### config.mk
export PLATFORM = sky130hd
export DESIGN_NAME = tsf_failover
export DESIGN_NICKNAME = d
export VERILOG_FILES = /design/src/tsf_activity.v /design/src/tsf_switch.v /design/src/tsf_failover.v
export VERILOG_INCLUDE_DIRS = /design/src
export SDC_FILE = /design/constraint.sdc
export NUM_CORES = 1
export LEC_CHECK = 0
export ABC_AREA = 1
export BUFFER_PORTS_ARGS = -buffer_cell sky130_fd_sc_hd__buf_2
export CAP_MARGIN = 20
export CORE_ASPECT_RATIO = 2
export CORE_MARGIN = 10
export CORE_UTILIZATION = 60
export CTS_CLUSTER_DIAMETER = 200
export CTS_CLUSTER_SIZE = 10
export DETAILED_ROUTE_END_ITERATION = 10
export GPL_TIMING_DRIVEN = 0
export MAX_ROUTING_LAYER = met4
export PLACE_DENSITY = 0.78
export SYNTH_ARGS = -nofsm -noshare
export SYNTH_HDL_FRONTEND = slang
export SYNTH_HIERARCHICAL = 1
export SYNTH_SLANG_ARGS = --single-unit
export TNS_END_PERCENT = 50
### constraint.sdc
create_clock -name ref_clk -period 4.3 [get_ports ref_clk]
set_clock_uncertainty 0.05 [all_clocks]
set_input_delay 0.43 -clock ref_clk [delete_from_list [all_inputs] [get_ports ref_clk]]
set_output_delay 0.43 -clock ref_clk [all_outputs]
set_load 0.05 [all_outputs]
### src/tsf_defs.vh
// tsf_defs.vh: register map, field positions, reset values and timing counts
// assumes ref_clk at 40 MHz; included by the failover module and its test bench
`ifndef TSF_DEFS_VH
`define TSF_DEFS_VH

// clock rate and times
`define TSF_REF_CLK_KHZ      40000
`define TSF_STABLE_TIME_MS   10000
`define TSF_STABLE_CYCLES    (`TSF_STABLE_TIME_MS * `TSF_REF_CLK_KHZ)
`define TSF_DEAD_TIME_US     250
`define TSF_DEAD_CYCLES      ((`TSF_DEAD_TIME_US * `TSF_REF_CLK_KHZ) / 1000)
`define TSF_INT_HALF_CYCLES  13

// register word indexes (byte address = 4 * index)
`define TSF_REG_CTRL         3'h0
`define TSF_REG_PORTSEL      3'h1
`define TSF_REG_PORTCFG      3'h2
`define TSF_REG_STATUS       3'h3
`define TSF_REG_IRQ_STAT     3'h4
`define TSF_REG_IRQ_MASK     3'h5

// source choices
`define TSF_SRC_NETWORK_LINK_ONE         3'h0
`define TSF_SRC_NETWORK_LINK_TWO         3'h1
`define TSF_SRC_DROP         3'h2
`define TSF_SRC_INT          3'h3
`define TSF_SRC_EXT          3'h4
`define TSF_SRC_SYNC         3'h5

// external clock rate codes
`define TSF_RATE_8K          2'h0
`define TSF_RATE_1544K       2'h1
`define TSF_RATE_2048K       2'h2

// control register fields
`define TSF_CTRL_PRI_LSB     0
`define TSF_CTRL_SEC_LSB     4
`define TSF_CTRL_RATE_LSB    8
`define TSF_CTRL_PRI_ALM     12
`define TSF_CTRL_SEC_ALM     13
`define TSF_CTRL_RESET       32'h0000_3130

// interrupt status bits
`define TSF_IRQ_PRI_FAIL     0
`define TSF_IRQ_SEC_FAIL     1
`define TSF_IRQ_REVERT       2
`define TSF_IRQ_CFG_REJ      3

// candidate level vector layout
`define TSF_NUM_CAND         11
`define TSF_CAND_DROP0       4'h2
`define TSF_CAND_XTC0        4'h6
`define TSF_CAND_INT         4'ha

`endif

### src/tsf_activity.v
// tsf_activity.v: synchronises one candidate clock pin and flags it dead when
// it shows no edge for a set time; assumes the pin is asynchronous to ref_clk
`timescale 1ns/1ps
module tsf_activity #(
  parameter DEAD_CYCLES = 10000
) (
  // clock and reset
  input  wire ref_clk,
  input  wire rstn,
  // candidate pin
  input  wire clk_pin,
  // synchronised level and health
  output reg  level,
  output reg  alive
);
  reg        sync1_reg;
  reg        sync2_reg;
  reg [15:0] idle_reg;

  always @(posedge ref_clk) begin
    if (!rstn) begin
      sync1_reg <= 1'b0;
      sync2_reg <= 1'b0;
      level     <= 1'b0;
      idle_reg  <= 16'h0000;
      alive     <= 1'b0;
    end else begin
      sync1_reg <= clk_pin;
      sync2_reg <= sync1_reg;
      level     <= sync2_reg;
      // any edge restarts the idle count; silence past the limit is failure
      if (sync2_reg != level) begin
        idle_reg <= 16'h0000;
        alive    <= 1'b1;
      end else if (idle_reg >= DEAD_CYCLES[15:0]) begin
        alive <= 1'b0;
      end else begin
        idle_reg <= idle_reg + 16'h0001;
      end
    end
  end
endmodule

### src/tsf_switch.v
// tsf_switch.v: runt-free selector of the distributed timing clock
// assumes all candidate levels are already in the ref_clk domain
`timescale 1ns/1ps
module tsf_switch (
  // clock and reset
  input  wire        ref_clk,
  input  wire        rstn,
  // selection and candidates
  input  wire [3:0]  sel,
  input  wire [10:0] levels,
  input  wire [10:0] alive,
  // distributed clock
  output reg         clk_out,
  output reg  [3:0]  cur_sel
);
  reg parked_reg;

  always @(posedge ref_clk) begin
    if (!rstn) begin
      clk_out    <= 1'b0;
      cur_sel    <= 4'h0;
      parked_reg <= 1'b1;
    end else if (parked_reg) begin
      // output held low until the new source is low, so its first high is whole
      clk_out <= 1'b0;
      // a dead source stuck high must not keep the switch parked
      if (sel != cur_sel && !alive[cur_sel])
        cur_sel <= sel;
      else if (!levels[cur_sel])
        parked_reg <= 1'b0;
    end else if (sel != cur_sel && (!levels[cur_sel] || !alive[cur_sel])) begin
      // leave the old source only in its low phase, or at once if it died
      clk_out    <= 1'b0;
      cur_sel    <= sel;
      parked_reg <= 1'b1;
    end else begin
      clk_out <= levels[cur_sel];
    end
  end
endmodule

### src/tsf_failover.v
// tsf_failover.v: timing source selection with primary/secondary failover
// assumes candidate clocks arrive on pins asynchronous to ref_clk and that
// software reaches the configuration over Avalon-MM with waitrequest
//
// Contract
// - six primary choices: link one, link two, drop/insert, internal, external, sync data
// - selected active source times all logic and every external interface; here it only drives timing_clk_out, the block itself runs on ref_clk
// - primary failure switches automatically to the configured secondary source
// - same choice for both rejected, except internal and sync data
// - at most one application module clock source across both selections
// - revert to primary only after it stays stable for 10 seconds
// - secondary failure in use switches to internal; primary revert still applies
// - secondary selection defaults to internal clock
// - drop/insert choice allowed only while that port's interface is enabled
// - external choice uses a disabled sync data port's transmit clock
// - sync data choice uses an enabled sync data port's transmit clock
// - per-source slot/port selector, default first port, used for drop/insert, external/sync
// - external clock rate 8, 1544 or 2048 kHz, default 1544
// - external rate setting takes effect only when a source is external
// - primary failure raises alarm message only while its enable is set
// - secondary failure raises alarm message only while its enable is set
`timescale 1ns/1ps
`include "tsf_defs.vh"
module tsf_failover #(
  parameter STABLE_CYCLES = `TSF_STABLE_CYCLES,
  parameter DEAD_CYCLES   = `TSF_DEAD_CYCLES
) (
  // clock and reset
  input  wire        ref_clk,
  input  wire        rstn,
  // avalon-mm slave
  input  wire [2:0]  avs_address,
  input  wire        avs_read,
  input  wire        avs_write,
  input  wire [31:0] avs_writedata,
  output reg  [31:0] avs_readdata,
  output wire        avs_waitrequest,
  // candidate clock pins
  input  wire        network_link_one,
  input  wire        network_link_two,
  input  wire [3:0]  drop_insert_port_source,
  input  wire [3:0]  ext_transmit_clock_in,
  // distributed timing
  output wire        timing_clk_out,
  output reg  [2:0]  active_source,
  output reg  [1:0]  ext_clk_rate,
  output reg         ext_clk_rate_valid,
  // alarm message requests and interrupt
  output reg         pri_fail_alarm,
  output reg         sec_fail_alarm,
  output wire        irq
);
  localparam ST_PRI = 2'h0;
  localparam ST_SEC = 2'h1;
  localparam ST_INT = 2'h2;

  // maps a source choice and port to the candidate level index
  function [3:0] cand_index;
    input [2:0] src;
    input [1:0] port;
    begin
      case (src)
        `TSF_SRC_NETWORK_LINK_ONE: cand_index = 4'h0;
        `TSF_SRC_NETWORK_LINK_TWO: cand_index = 4'h1;
        `TSF_SRC_DROP: cand_index = `TSF_CAND_DROP0 + {2'b00, port};
        `TSF_SRC_EXT:  cand_index = `TSF_CAND_XTC0 + {2'b00, port};
        `TSF_SRC_SYNC: cand_index = `TSF_CAND_XTC0 + {2'b00, port};
        default:       cand_index = `TSF_CAND_INT;
      endcase
    end
  endfunction

  // true when a choice may be offered given the port enables
  function src_offered;
    input [2:0] src;
    input [1:0] port;
    input [3:0] sync_en;
    input [3:0] drop_en;
    begin
      case (src)
        `TSF_SRC_NETWORK_LINK_ONE: src_offered = 1'b1;
        `TSF_SRC_NETWORK_LINK_TWO: src_offered = 1'b1;
        `TSF_SRC_INT:  src_offered = 1'b1;
        `TSF_SRC_DROP: src_offered = drop_en[port];
        `TSF_SRC_EXT:  src_offered = !sync_en[port];
        `TSF_SRC_SYNC: src_offered = sync_en[port];
        default:       src_offered = 1'b0;
      endcase
    end
  endfunction

  // application module sources: drop/insert, external and sync data ports
  function is_app;
    input [2:0] src;
    begin
      is_app = (src == `TSF_SRC_DROP) || (src == `TSF_SRC_EXT) ||
               (src == `TSF_SRC_SYNC);
    end
  endfunction

  // configuration and interrupt registers
  reg  [2:0]  pri_src_reg;
  reg  [2:0]  sec_src_reg;
  reg  [1:0]  rate_reg;
  reg         pri_alm_en_reg;
  reg         sec_alm_en_reg;
  reg  [1:0]  pri_port_reg;
  reg  [1:0]  sec_port_reg;
  reg  [3:0]  sync_en_reg;
  reg  [3:0]  drop_en_reg;
  reg  [3:0]  irq_stat_reg;
  reg  [3:0]  irq_mask_reg;
  reg         ack_reg;

  // failover state
  reg  [1:0]  state_reg;
  reg  [28:0] stable_reg;
  reg         pri_alive_d_reg;
  reg         sec_alive_d_reg;
  reg  [4:0]  int_div_reg;
  reg         int_level_reg;

  wire [10:0] levels;
  wire [10:0] alive;
  wire [9:0]  pins;
  wire [3:0]  sel_index;
  wire [3:0]  cur_index;

  assign pins = {ext_transmit_clock_in, drop_insert_port_source,
                 network_link_two, network_link_one};

  // one activity monitor per pin candidate
  genvar gi;
  generate
    for (gi = 0; gi < 10; gi = gi + 1) begin : g_mon
      tsf_activity #(
        .DEAD_CYCLES (DEAD_CYCLES)
      ) u_mon (
        .ref_clk (ref_clk),
        .rstn    (rstn),
        .clk_pin (pins[gi]),
        .level   (levels[gi]),
        .alive   (alive[gi])
      );
    end
  endgenerate

  // internal oscillator: divided reference, never fails
  always @(posedge ref_clk) begin
    if (!rstn) begin
      int_div_reg   <= 5'h00;
      int_level_reg <= 1'b0;
    end else if (int_div_reg == `TSF_INT_HALF_CYCLES - 1) begin
      int_div_reg   <= 5'h00;
      int_level_reg <= ~int_level_reg;
    end else begin
      int_div_reg <= int_div_reg + 5'h01;
    end
  end
  assign levels[10] = int_level_reg;
  assign alive[10]  = 1'b1;

  // ---------------------------------------------------------------- bus slave
  wire        req      = avs_read | avs_write;
  wire        wr_now   = avs_write & ack_reg;
  wire        rd_now   = avs_read & ack_reg;
  wire [2:0]  w_pri    = avs_writedata[`TSF_CTRL_PRI_LSB +: 3];
  wire [2:0]  w_sec    = avs_writedata[`TSF_CTRL_SEC_LSB +: 3];
  wire [1:0]  w_rate   = avs_writedata[`TSF_CTRL_RATE_LSB +: 2];
  wire [1:0]  w_pport  = avs_writedata[1:0];
  wire [1:0]  w_sport  = avs_writedata[3:2];
  wire [3:0]  w_sync   = avs_writedata[3:0];
  wire [3:0]  w_drop   = avs_writedata[7:4];

  // candidate configuration after this write, used for the legality check
  reg  [2:0]  c_pri;
  reg  [2:0]  c_sec;
  reg  [1:0]  c_rate;
  reg  [1:0]  c_pport;
  reg  [1:0]  c_sport;
  reg  [3:0]  c_sync;
  reg  [3:0]  c_drop;
  reg         c_ok;
  reg         cfg_wr;
  always @* begin
    c_pri   = pri_src_reg;
    c_sec   = sec_src_reg;
    c_rate  = rate_reg;
    c_pport = pri_port_reg;
    c_sport = sec_port_reg;
    c_sync  = sync_en_reg;
    c_drop  = drop_en_reg;
    cfg_wr  = 1'b0;
    if (wr_now) begin
      case (avs_address)
        `TSF_REG_CTRL: begin
          c_pri  = w_pri;
          c_sec  = w_sec;
          c_rate = w_rate;
          cfg_wr = 1'b1;
        end
        `TSF_REG_PORTSEL: begin
          c_pport = w_pport;
          c_sport = w_sport;
          cfg_wr  = 1'b1;
        end
        `TSF_REG_PORTCFG: begin
          c_sync = w_sync;
          c_drop = w_drop;
          cfg_wr = 1'b1;
        end
        default: cfg_wr = 1'b0;
      endcase
    end
    c_ok = src_offered(c_pri, c_pport, c_sync, c_drop) &&
           src_offered(c_sec, c_sport, c_sync, c_drop) &&
           (c_rate != 2'h3);
    if (c_pri == c_sec && c_pri != `TSF_SRC_INT && c_pri != `TSF_SRC_SYNC)
      c_ok = 1'b0;
    if (is_app(c_pri) && is_app(c_sec) &&
        !(c_pri == `TSF_SRC_SYNC && c_sec == `TSF_SRC_SYNC && c_pport == c_sport))
      c_ok = 1'b0;
  end

  wire [31:0] status_word = {14'h0000, alive, 1'b0, state_reg, 1'b0, active_source};
  wire [31:0] ctrl_word   = {18'h00000, sec_alm_en_reg, pri_alm_en_reg, 2'b00,
                             rate_reg, 1'b0, sec_src_reg, 1'b0, pri_src_reg};

  reg  [31:0] rd_mux;
  always @* begin
    case (avs_address)
      `TSF_REG_CTRL:     rd_mux = ctrl_word;
      `TSF_REG_PORTSEL:  rd_mux = {28'h0000000, sec_port_reg, pri_port_reg};
      `TSF_REG_PORTCFG:  rd_mux = {24'h000000, drop_en_reg, sync_en_reg};
      `TSF_REG_STATUS:   rd_mux = status_word;
      `TSF_REG_IRQ_STAT: rd_mux = {28'h0000000, irq_stat_reg};
      `TSF_REG_IRQ_MASK: rd_mux = {28'h0000000, irq_mask_reg};
      default:           rd_mux = 32'h0000_0000;
    endcase
  end

  // every request answers one cycle after it is raised
  assign avs_waitrequest = req & ~ack_reg;

  // ------------------------------------------------------------ failover FSM
  wire [3:0] pri_idx   = cand_index(pri_src_reg, pri_port_reg);
  wire [3:0] sec_idx   = cand_index(sec_src_reg, sec_port_reg);
  wire       pri_alive = alive[pri_idx];
  wire       sec_alive = alive[sec_idx];
  wire       pri_fail  = pri_alive_d_reg & ~pri_alive;
  wire       sec_fail  = sec_alive_d_reg & ~sec_alive & (state_reg == ST_SEC);
  reg  [1:0] state_next;
  reg        revert;
  always @* begin
    state_next = state_reg;
    revert     = 1'b0;
    case (state_reg)
      ST_PRI: begin
        if (!pri_alive)
          state_next = sec_alive ? ST_SEC : ST_INT;
      end
      ST_SEC: begin
        if (pri_alive && stable_reg >= STABLE_CYCLES - 1) begin
          state_next = ST_PRI;
          revert     = 1'b1;
        end else if (!sec_alive) begin
          state_next = ST_INT;
        end
      end
      ST_INT: begin
        if (pri_alive && stable_reg >= STABLE_CYCLES - 1) begin
          state_next = ST_PRI;
          revert     = 1'b1;
        end
      end
      default: state_next = ST_PRI;
    endcase
  end

  always @(posedge ref_clk) begin
    if (!rstn) begin
      pri_src_reg     <= `TSF_SRC_NETWORK_LINK_ONE;
      sec_src_reg     <= `TSF_SRC_INT;
      rate_reg        <= `TSF_RATE_1544K;
      pri_alm_en_reg  <= 1'b1;
      sec_alm_en_reg  <= 1'b1;
      pri_port_reg    <= 2'h0;
      sec_port_reg    <= 2'h0;
      sync_en_reg     <= 4'h0;
      drop_en_reg     <= 4'h0;
      irq_stat_reg    <= 4'h0;
      irq_mask_reg    <= 4'h0;
      ack_reg         <= 1'b0;
      avs_readdata    <= 32'h0000_0000;
      state_reg       <= ST_PRI;
      stable_reg      <= 29'h0000_0000;
      pri_alive_d_reg <= 1'b0;
      sec_alive_d_reg <= 1'b0;
      pri_fail_alarm  <= 1'b0;
      sec_fail_alarm  <= 1'b0;
    end else begin
      ack_reg <= req & ~ack_reg;
      if (avs_read & ~ack_reg)
        avs_readdata <= rd_mux;
      // legal configuration is applied whole; an illegal one is dropped, but a CTRL write still sets the alarm enables
      if (cfg_wr && c_ok) begin
        pri_src_reg  <= c_pri;
        sec_src_reg  <= c_sec;
        rate_reg     <= c_rate;
        pri_port_reg <= c_pport;
        sec_port_reg <= c_sport;
        sync_en_reg  <= c_sync;
        drop_en_reg  <= c_drop;
      end
      if (wr_now && avs_address == `TSF_REG_CTRL) begin
        pri_alm_en_reg <= avs_writedata[`TSF_CTRL_PRI_ALM];
        sec_alm_en_reg <= avs_writedata[`TSF_CTRL_SEC_ALM];
      end
      if (wr_now && avs_address == `TSF_REG_IRQ_MASK)
        irq_mask_reg <= avs_writedata[3:0];
      // read clears only the bits it reported; a same-cycle event still sets
      irq_stat_reg <= ((rd_now && avs_address == `TSF_REG_IRQ_STAT) ?
                       (irq_stat_reg & ~avs_readdata[3:0]) : irq_stat_reg)
                      | {cfg_wr & ~c_ok, revert, sec_fail, pri_fail};
      state_reg       <= state_next;
      pri_alive_d_reg <= pri_alive;
      sec_alive_d_reg <= sec_alive;
      // stability timer runs only while primary is back, restarts on relapse
      if (!pri_alive || state_reg == ST_PRI || revert)
        stable_reg <= 29'h0000_0000;
      else if (stable_reg < STABLE_CYCLES - 1)
        stable_reg <= stable_reg + 29'h0000_0001;
      pri_fail_alarm <= pri_fail & pri_alm_en_reg;
      sec_fail_alarm <= sec_fail & sec_alm_en_reg;
    end
  end

  assign irq = |(irq_stat_reg & irq_mask_reg);

  // active source and the external rate that goes with it
  always @(posedge ref_clk) begin
    if (!rstn) begin
      active_source      <= `TSF_SRC_NETWORK_LINK_ONE;
      ext_clk_rate       <= `TSF_RATE_1544K;
      ext_clk_rate_valid <= 1'b0;
    end else begin
      case (state_next)
        ST_PRI:  active_source <= pri_src_reg;
        ST_SEC:  active_source <= sec_src_reg;
        default: active_source <= `TSF_SRC_INT;
      endcase
      ext_clk_rate_valid <= (pri_src_reg == `TSF_SRC_EXT) ||
                            (sec_src_reg == `TSF_SRC_EXT);
      if ((pri_src_reg == `TSF_SRC_EXT) || (sec_src_reg == `TSF_SRC_EXT))
        ext_clk_rate <= rate_reg;
    end
  end

  assign sel_index = (state_reg == ST_PRI) ? pri_idx :
                     (state_reg == ST_SEC) ? sec_idx : `TSF_CAND_INT;

  tsf_switch u_switch (
    .ref_clk (ref_clk),
    .rstn    (rstn),
    .sel     (sel_index),
    .levels  (levels),
    .alive   (alive),
    .clk_out (timing_clk_out),
    .cur_sel (cur_index)
  );

  // the data link rate offset is the attached equipment's duty; no check here
  wire unused_cur = |cur_index;
endmodule

==> results of run 1 <==
## critical path: cells and delay by family (launching register included)
family,cells,cell delay [ns]
AOI/OAI and AO/OA,1,0.22
buffers and inverters,5,0.74
DFF,1,0.39
and+or+nand+nor,13,1.25
## per-stage QoR
step                      cell area (µm²)  std cells
after floorplan                     17120       2598
after global placement              17850       3011
after detailed placement            17850       3011
after CTS                           18790       3049
after global routing                18790       3049
final                               18790       3049
## cell usage after synthesis (all sizes together)
| master | instances |
|---|---|
| buf | 58 |
| a31oi | 9 |
| nand2 | 770 |
| o21ai | 73 |
| dfxtp | 302 |
| a221oi | 4 |
| inv | 415 |
| and3 | 1 |
| conb | 2 |
| nor3b | 3 |
| o2111a | 1 |
| o21a | 4 |
| a211oi | 3 |
| ha | 27 |
| nand4 | 108 |
| a21oi | 149 |
| xnor2 | 15 |
| o22ai | 10 |
| clkbuf | 8 |
| o21bai | 1 |
| nor3 | 23 |
| o221ai | 3 |
| nand3 | 199 |
| o211ai | 1 |
| a41oi | 1 |
| or2 | 4 |
| a221o | 1 |
| o211a | 1 |
| nor2 | 341 |
| o2bb2ai | 1 |
| xor2 | 44 |
| clkinv | 3 |
## where the power goes
group	internal, mW	switching [mW]
Clock	1.51	1.10
Sequential	2.89	0.110
Combinational	0.295	0.611
## cell families (layout without fill, tap and decap cells)
family	after synthesis	count (layout)	share of synthesized area
and+or+nand+nor	1449	1449	0.3858
buffers and inverters	484	579	0.1210
DFF	302	302	0.3541
AOI/OAI and AO/OA	262	262	0.08866
xor gates and xnor gates	59	59	0.03026
adders and majority gates	27	27	0.01978
other	2	15	0.0004398
## cell type report
cell class              instances  area, µm²  area share
plain buffers                  66      494.2     0.02630
clock buffers                  37      925.9     0.04928
clock inverters                 1      8.758   0.0004661
inverters                     418       1572     0.08364
multi-input cells            1812       9012      0.4797
flip-flops and latches        302       6046      0.3218
well taps                     356      445.4     0.02371
repair buffers                 57      285.3     0.01518
## routing by layer
metal  up-vias  track usage  share of wire  wire length, µm
li1       8283            -              -                -
met2       366       0.4427           0.55            22660
met4         0       0.1315          0.056             2280
met5         -            -              0                0
met3       156      0.03333          0.040             1657
met1      7421       0.2036           0.35            14470
## path summary, 6_finish.rpt
| kind | end | cells past startpoint |
|---|---|---|
| setup reg to reg | rate_reg[1] | 19 |
| hold reg to reg | g_mon[8].u_mon/sync2_reg | 2 |
| hold / removal | g_mon[2].u_mon/sync1_reg | 3 |
| setup / recovery | rate_reg[1] | 19 |
==> flow_summary.ini, run 1 <==
[run_status]
status = complete, no violations

[drt]
routed_wl_um = 41060
via_per_inst = 5.322
drt_iter0_markers = 908
ant_nets = 0
dr.pass1.iters = 5
vias = 16230
wl_per_cell_um = 13.47
drc_errors = 0

[floorplanning]
core_um2 = 28190
fp.dieW_um = 139.3
initial_core_util = 0.6056
ios = 92
rows = 87
dieHeight_um = 258.6
dieArea_um2 = 36010

[cts]
cts_num_sinks = 302
cts_buffers = 36
tritoncts = built
clk_pin_slew_ns = 0.05
clockRootBuffer = clkbuf_16
htreeDepth = 2
post_cts_resized = 0
clk_path_buf_depth = 3
ctsHoldBuffers = 0
post_cts_buffers = 0
clock_latency_ns = 0.53

[synthesis]
synth-warning-count = 6
synth_top_area_share = 0.3541
synth_cell_type_count = 49
ys_top_cells_by_area = dfxtp_1 35%, nand2_1 16%, inv_1 8.2%
syn_area_um2 = 17080
ys_ff_latch = 302
yosysSeqAreaShare = 0.3541
synth_area_per_cell_um2 = 6.605
synthCells = 2585
synth_top_area_cell = dfxtp_1

[cells_and_area]
layout-drive-gt1-share = 0.1389
utilization = 0.6664
final_common_cell = nand2_1
syn_to_final_growth_pct = 10.04
nFillCells = 2579
nets = 2769
n_antenna_cell = 0
layout_common_cells = 722 x nand2_1, 374 x inv_1, 302 x dfxtp_1
largest_register_ffs = 160

[power_and_ir_drop]
fin_total_pwr_mw = 6.523
power.leakage_nw = 8.324
power_density_nw_per_um2 = 347.2
ir_drop_uv = 336.2

[timing]
rsz0062_at_grt = false
slew_violations = 0
fmax_ghz = 0.3609
slew_headroom = 0.3533
finalCritPeriodShare = 0.6444
worst_pin_slew_ns = 0.9701
setup_viol = 0
holdWs_ns = 0.03809
period_minus_slack_ns = 2.771
hold_viol_final = 0
layout_setup_ws_ns = 1.529
tns_ns = 0

[grt]
grt_max_degree = 49
grt_pass1_wl_um = 69690
grt_pass1_vias = 15640
grt_usage = 0.2288
grt-ovfl-total = 0
antenna_found_initial = 0

[placement]
place.gp.congestion = 0.9794
dp_slack_ns = 1.318
io_buffers = 57
dp_hpwl_um = 31250

[worst_setup_path]
arrival_ns = 3.13
r2r_setup_slack_ns = 1.53
crit_chain = nand2_1 -> inv_2 -> nand2_2 -> inv_1 -> nand2_1 -> o21ai_1 -> nor2_1 -> nand2_1 -> nand2_1 -> nand2_1 -> clkinv_1 -> nand2_1 -> nand3_1 -> nor2_2 -> buf_4 -> buf_6 -> nand4_1 -> nand2_1 -> nor2_1
worstSetupStartpoint = ack_reg
cp_max_fo = 10
startpoint_type = flop
r2r_start = ack_reg
cp_common_cell = nand2_1
cp.required_ns = 4.66
crit_slowest_cell = dfxtp_1
end_kind = flop
crit_type = flop to flop
max_stage_delay_ns = 0.39

[hold_path]
min-delay-start = drop_insert_port_source[0]
hold_class = input port to flop

[run]
drv_cap = 0
(Power assumes the default switching activity.)
==> inputs of run 2 (changes only) <==
--- a/config.mk
+++ b/config.mk
@@ -11,13 +11,13 @@
 export CAP_MARGIN = 20
 export CORE_ASPECT_RATIO = 2
 export CORE_MARGIN = 10
-export CORE_UTILIZATION = 60
+export CORE_UTILIZATION = 56
 export CTS_CLUSTER_DIAMETER = 200
 export CTS_CLUSTER_SIZE = 10
 export DETAILED_ROUTE_END_ITERATION = 10
 export GPL_TIMING_DRIVEN = 0
 export MAX_ROUTING_LAYER = met4
-export PLACE_DENSITY = 0.78
+export PLACE_DENSITY = 0.77
 export SYNTH_ARGS = -nofsm -noshare
 export SYNTH_HDL_FRONTEND = slang
 export SYNTH_HIERARCHICAL = 1
==> constraint.sdc (replaced) <==
create_clock -name ref_clk -period 2.25 [get_ports ref_clk]
set_clock_uncertainty 0.05 [all_clocks]
set_input_delay 0.225 -clock ref_clk [delete_from_list [all_inputs] [get_ports ref_clk]]
set_output_delay 0.225 -clock ref_clk [all_outputs]
set_load 0.05 [all_outputs]
==> run 2 against run 1 <==
Net effect:
- setup slack lost 1.6 ns
- fmax grew 18%
- sequential share of layout area shrank 1.4 points
- count of clock-buffer cells in the layout is the same
- global-route usage shrank 0.77 points
- critical endpoint is now sec_src_reg[2]
- sequential power grew 92%
- the flow now finishes with violations (negative setup slack)
- non-clock buffer count grew 44
- combinational power grew 110%
- sequential cell count is the same
- wire length grew 3.1%
==> flow_summary.ini, run 2 (same netlist as run 1, synthesis figures left out) <==
[floorplanning]
fp.dieW_um = 143.5
rows = 90
core_um2 = 30180
initial_core_util = 0.5658
dieHeight_um = 266.9
ios = 92
dieArea_um2 = 38300

[worst_setup_path]
worstSetupStartpoint = ack_reg
crit_type = flop to flop
end_kind = flop
path_depth = 17
cp_common_cell = nand2_1
r2r_start = ack_reg
arrival_ns = 2.76
startpoint_type = flop
crit_family = buffers and inverters
crit_slowest_cell = dfxtp_2
r2r_setup_slack_ns = -0.1
critPathCapture = sec_src_reg[2]
r2r_cells = 17
max_stage_delay_ns = 0.35
critPathBufInv = 6
reg2reg_to = sec_src_reg[2]
cp_max_fo = 6
crit_chain = nand2_4 -> inv_6 -> buf_6 -> nand2_8 -> nand2_1 -> o21ai_4 -> inv_1 -> a21oi_1 -> o21ai_1 -> nand2_1 -> o211ai_2 -> buf_4 -> nand3_4 -> buf_6 -> nand2_1 -> inv_1 -> nor2_2
cp.required_ns = 2.66

[cts]
clock_latency_ns = 0.53
clk_pin_slew_ns = 0.05
cts_buffers = 36
clockRootBuffer = clkbuf_16
cts_num_sinks = 302
clk_path_buf_depth = 3
htreeDepth = 2
tritoncts = built

[grt]
use_met1 = 0.1968
grt_pass1_vias = 15970
antenna_found_initial = 0
grt_max_degree = 49
busiest_layer = met2
grt_usage = 0.2210
grt-ovfl-total = 0
gr-usage-met3 = 0.03346
grt_pass1_wl_um = 70210
use_met2 = 0.4230

[hold_path]
hold_class = input port to flop

[power_and_ir_drop]
fin_total_pwr_mw = 12.74
p_comb_frac = 0.151
p_clk_frac = 0.397
seq_power_share = 0.452
power.leakage_nw = 8.680
p_sw_frac = 0.2854
internal-power_mw = 9.102
ir_drop_uv = 630.1
power_density_nw_per_um2 = 645.3
p_sw_mw = 3.635

[drt]
vias = 16550
wl_per_cell_um = 13.63
via_per_inst = 5.325
drc_errors = 0
dr.pass1.iters = 5
routed_wl_um = 42350
ant_nets = 0
drt_iter0_markers = 744

[placement]
place.gp.congestion = 1.026
dp.cells = 3023
place_area_um2 = 17870
dp_hpwl_um = 31040
io_buffers = 57

[cells_and_area]
nets = 2814
final_area_um2 = 19740
n_antenna_cell = 0
layout_common_cells = 694 x nand2_1, 362 x inv_1, 285 x dfxtp_1
instances_no_fill = 3108
syn_to_final_growth_pct = 15.59
final_common_cell = nand2_1
layout-drive-gt1-share = 0.1854
largest_register_ffs = 160

[timing]
hold_viol_final = 0
rsz0062_at_grt = true
slew_violations = 0
fmax_ghz = 0.4255
layout_setup_ws_ns = -0.09999
finalCritPeriodShare = 1.044
setup_viol = 20
worst_pin_slew_ns = 0.9995
period_minus_slack_ns = 2.350
slew_headroom = 0.3285

[run_status]
failed_checks = negative setup slack
status = finished with violations

[run]
drv_cap = 0
-- run 2: cell count changes in the layout (fill, tap and decap cells not counted), moves of 16 or more --
cell	before	now
nand2_1	722	694
dfxtp_1	302	285
dfxtp_2	0	16
nand2_2	46	65
buf_4	27	50
-- run 2: per-stage QoR --
stage                     hold slack [ns]  setup TNS [ns]  utilization  setup WS, ns
after CTS                        0.003878         -0.8868       0.6423      -0.07252
after global placement             0.3484          -23.15       0.5921       -0.4606
final                             0.05940          -1.338       0.6540      -0.09999
after detailed placement           0.3499          -26.39       0.5921       -0.5067
after floorplan                    0.2685               0            -       0.01828
after global routing              0.06009          -5.877       0.6540       -0.2079
-- run 2: what timing repair did --
item                                   in CTS  in global routing
gates cloned                                2                  2
hold buffers                               15                  0
endpoints found under the hold margin      14                  0
setup endpoints to repair                  61                 61
setup buffers                              23                  3
pin swaps                                  18                 25
gates resized for setup                    70                 88
-- run 2: area by class of cell --
class	instances	area (µm²)
fillers	2677	10440
multi-input cells	1813	9453
flip-flops and latches	302	6070
inverters	418	1589
clock buffers	37	925.9
repair buffers	101	681.9
plain buffers	66	530.5
well taps	368	460.4
clock inverters	3	26.28
-- run 2: power by group through the flow --
stage / Clock (mW) / Sequential [mW] / Combinational, mW
after floorplan: 0 / 5.87 / 1.25
after global placement: 0 / 5.84 / 1.67
after detailed placement: 0 / 5.85 / 1.72
after CTS: 5.17 / 5.74 / 1.84
after global routing: 5.37 / 5.77 / 2.13
final: 5.06 / 5.75 / 1.93
-- run 2: how the worst min path moves through the flow --
| stage | start | endpoint | slack (ns) | cells after the start |
|---|---|---|---|---|
| floorplan | rstn | g_mon[0].u_mon/sync1_reg | 0.27 | 2 |
| global placement | g_mon[2].u_mon/sync1_reg | g_mon[2].u_mon/sync2_reg | 0.35 | 2 |
| detailed placement | g_mon[3].u_mon/sync1_reg | g_mon[3].u_mon/sync2_reg | 0.35 | 2 |
| CTS | avs_writedata[1] | irq_mask_reg[1] | 0.004 | 3 |
| global route | avs_writedata[0] | irq_mask_reg[0] | 0.06 | 3 |
| finish | avs_writedata[0] | irq_mask_reg[0] | 0.06 | 3 |
-- run 2: worst min-delay path, delay by kind of cell --
family | cells | cell delay, ns
buf+inv | 1 | 0.18
simple gates | 2 | 0.18
-- run 2: metal layers --
metal	routed length (µm)	vias up
met5	0	-
met2	23220	389
met3	1601	160
met1	15120	7598
li1	-	8403
met4	2408	0
==> inputs of run 3 (changes only) <==
--- a/config.mk
+++ b/config.mk
@@ -6,18 +6,17 @@
 export SDC_FILE = /design/constraint.sdc
 export NUM_CORES = 1
 export LEC_CHECK = 0
-export ABC_AREA = 1
 export BUFFER_PORTS_ARGS = -buffer_cell sky130_fd_sc_hd__buf_2
 export CAP_MARGIN = 20
 export CORE_ASPECT_RATIO = 2
-export CORE_MARGIN = 10
-export CORE_UTILIZATION = 56
+export CORE_MARGIN = 8
+export CORE_UTILIZATION = 55
 export CTS_CLUSTER_DIAMETER = 200
 export CTS_CLUSTER_SIZE = 10
 export DETAILED_ROUTE_END_ITERATION = 10
 export GPL_TIMING_DRIVEN = 0
 export MAX_ROUTING_LAYER = met4
-export PLACE_DENSITY = 0.77
+export PLACE_DENSITY = 0.76
 export SYNTH_ARGS = -nofsm -noshare
 export SYNTH_HDL_FRONTEND = slang
 export SYNTH_HIERARCHICAL = 1
==> run 3 against run 2 <==
Net effect:
- the run still ends with negative setup slack left
- register-to-register slack worse by 0.39 ns
- critical path type unchanged
- sequential share of layout area is 3.2 points higher
- die area is 13% lower
- cell area is 9.6% lower
- critical path depth is 5 lower
- wire length is 13% lower
- combinational power is 36% lower
==> flow_summary.ini, run 3 <==
[run_status]
status = finished with violations
failed_checks = negative setup slack

[timing]
layout_setup_ws_ns = -0.4948
rsz0062_at_grt = true
worst_pin_slew_ns = 0.8704
setup_viol = 61
hold_viol_final = 0
period_minus_slack_ns = 2.745
finalCritPeriodShare = 1.220
slew_headroom = 0.4197
fmax_ghz = 0.3643
slew_violations = 0

[worst_setup_path]
r2r_cells = 12
reg2reg_to = active_source[2]
r2r_start = pri_port_reg[0]
crit_chain = and4bb_4 -> a211oi_4 -> buf_4 -> nand3b_1 -> a21oi_2 -> nor3_4 -> buf_6 -> a211oi_2 -> a211oi_2 -> buf_4 -> nand2b_1 -> o32ai_1
worstSetupStartpoint = pri_port_reg[0]
cp_max_fo = 5
arrival_ns = 3.12
max_stage_delay_ns = 0.36
end_kind = flop
startpoint_type = flop
r2r_setup_slack_ns = -0.49
cp.required_ns = 2.63
crit_slowest_cell = dfxtp_4
crit_type = flop to flop

[synthesis]
async_flop_share = 0
yosys-top-cells-count = 302 x dfxtp_1, 149 x nand2_1, 137 x nor2_1
yosysSeqAreaShare = 0.3988
yosysMostFrequentCell = dfxtp_1
synth_area_per_cell_um2 = 8.882
ys_top_cells_by_area = dfxtp_1 40%, nand2_1 3.7%, or4_1 3.5%
synth_ff_type = dfxtp_1
synth_top_area_cell = dfxtp_1
synth_top_area_share = 0.3988
synth-warning-count = 6
ys_ff_latch = 302
synthCells = 1707
synth_cell_type_count = 96
synth_edf_count = 0
syn_area_um2 = 15160

[cells_and_area]
nFillCells = 2179
syn_to_final_growth_pct = 17.73
layout_common_cells = 296 x dfxtp_1, 144 x nand2_1, 133 x nor2_1
nets = 1937
seqCellArea_um2 = 6061
n_antenna_cell = 0
final_area_um2 = 17850
final_common_cell = dfxtp_1
layout-drive-gt1-share = 0.1933
largest_register_ffs = 160
multi_input_area_um2 = 8924

[floorplanning]
dieArea_um2 = 33460
fp.dieW_um = 133.4
dieHeight_um = 250.8
rows = 86
core_um2 = 27330
ios = 92
initial_core_util = 0.5547

[hold_path]
min_path_cells = 3
min-delay-start = avs_write
holdPathEnd = ack_reg
hold_class = input port to flop

[drt]
drc_errors = 0
ant_nets = 0
dr.pass1.iters = 6
via_per_inst = 6.071
drt_iter0_markers = 960
dr_wl_met3_um = 1969
vias = 13440
dr_wl_met2_um = 17740
routed_wl_um = 37050
wl_per_cell_um = 16.73
top_layer = met4
wirelength_met1_um = 15690

[placement]
io_buffers = 52
place.gp.congestion = 0.9559
dp_hpwl_um = 24980
place_area_um2 = 15970

[grt]
antenna_found_initial = 0
grt_usage = 0.2155
grt_max_degree = 60
grt_pass1_vias = 12490
grt-ovfl-total = 0
grt_pass1_wl_um = 60020

[power_and_ir_drop]
power_density_nw_per_um2 = 661.1
power.leakage_nw = 6.670
fin_total_pwr_mw = 11.80
ir_drop_uv = 726.5

[cts]
htreeDepth = 2
tritoncts = built
cts_buffers = 36
clock_latency_ns = 0.53
clockRootBuffer = clkbuf_16
clk_pin_slew_ns = 0.06
clk_path_buf_depth = 3
cts_num_sinks = 302

[run]
drv_cap = 0
run 3: changes by cell type in the layout (fill, tap and decap cells not counted), moves of 50 or more:
cell,before,now
inv_1,362,64
inv_2,50,0
nand2_1,694,144
nand2_2,65,4
nand3_1,149,64
nand4_1,108,29
nor2_1,262,133
nor2_2,64,3
or4_1,0,70
run 3: worst max path at each step:
stage	endpoint	slack, ns	cells past startpoint
after detailed placement	sec_port_reg[1]	-0.79	11
after global placement	stable_reg[23]	-0.89	7
after floorplan	pri_port_reg[0]	-0.28	11
final	active_source[2]	-0.49	12
after global routing	active_source[0]	-0.57	12
after CTS	rate_reg[0]	-0.37	12
run 3: metal layers:
layer,vias to the layer above,GRT usage
li1,6583,-
met5,-,-
met3,130,0.03239
met2,432,0.3495
met1,6296,0.2591
met4,0,0.09777
run 3: cell type report:
type,instances,share of cell area
Tap cell,352,0.02468
Clock inverter,3,0.001893
Inverter,65,0.01367
Multi-Input combinational cell,1271,0.5000
Buffer,80,0.02692
Sequential cell,302,0.3396
Clock buffer,36,0.05047
Timing Repair Buffer,105,0.04283
run 3: power breakdown:
group / total (mW) / internal [mW] / leakage (nW) / switching (mW)
logic: 1.24 / 0.483 / 3.76 / 0.755
registers: 5.64 / 5.49 / 2.45 / 0.152
clock network: 4.92 / 2.84 / 0.460 / 2.08
run 3: cells by family (layout without fill, tap and decap cells):
logic type | count (synthesis) | after routing | share of synthesized area
compound gates | 386 | 386 | 0.1797
xor+xnor | 72 | 72 | 0.04159
fa+ha+maj | 27 | 27 | 0.02228
buf+inv | 147 | 289 | 0.04432
flops | 302 | 302 | 0.3988
mux | 55 | 55 | 0.03953
other cells | 2 | 15 | 0.0004954
simple gates | 716 | 716 | 0.2733
run 3: critical path, delay by kind of cell (launching register included):
family          cells  cell delay [ns]
simple gates        4             0.61
flops               1             0.36
compound gates      5             1.13
buf+inv             3             0.48
run 3: metrics by stage:
step	setup TNS (ns)	std cells	hold WS (ns)	utilization	setup slack (ns)
after CTS	-16.78	2203	0.02420	0.6384	-0.3714
after detailed placement	-33.08	2125	0.3685	0.5843	-0.7882
after global placement	-47.06	2124	0.3663	0.5836	-0.8887
final	-18.44	2214	0.03643	0.6530	-0.4948
after floorplan	-6.497	1720	0.2842	-	-0.2828
after global routing	-25.38	2214	0.04976	0.6530	-0.5737
run 3: repair_timing:
| action | CTS | global route |
|---|---|---|
| setup endpoints to repair | 62 | 63 |
| hold endpoints to repair | 17 | 0 |
| pin swaps | 38 | 26 |
| resized for setup | 62 | 72 |
| hold buffers | 17 | 0 |
| gates cloned | 3 | 1 |
| buffers inserted | 20 | 11 |
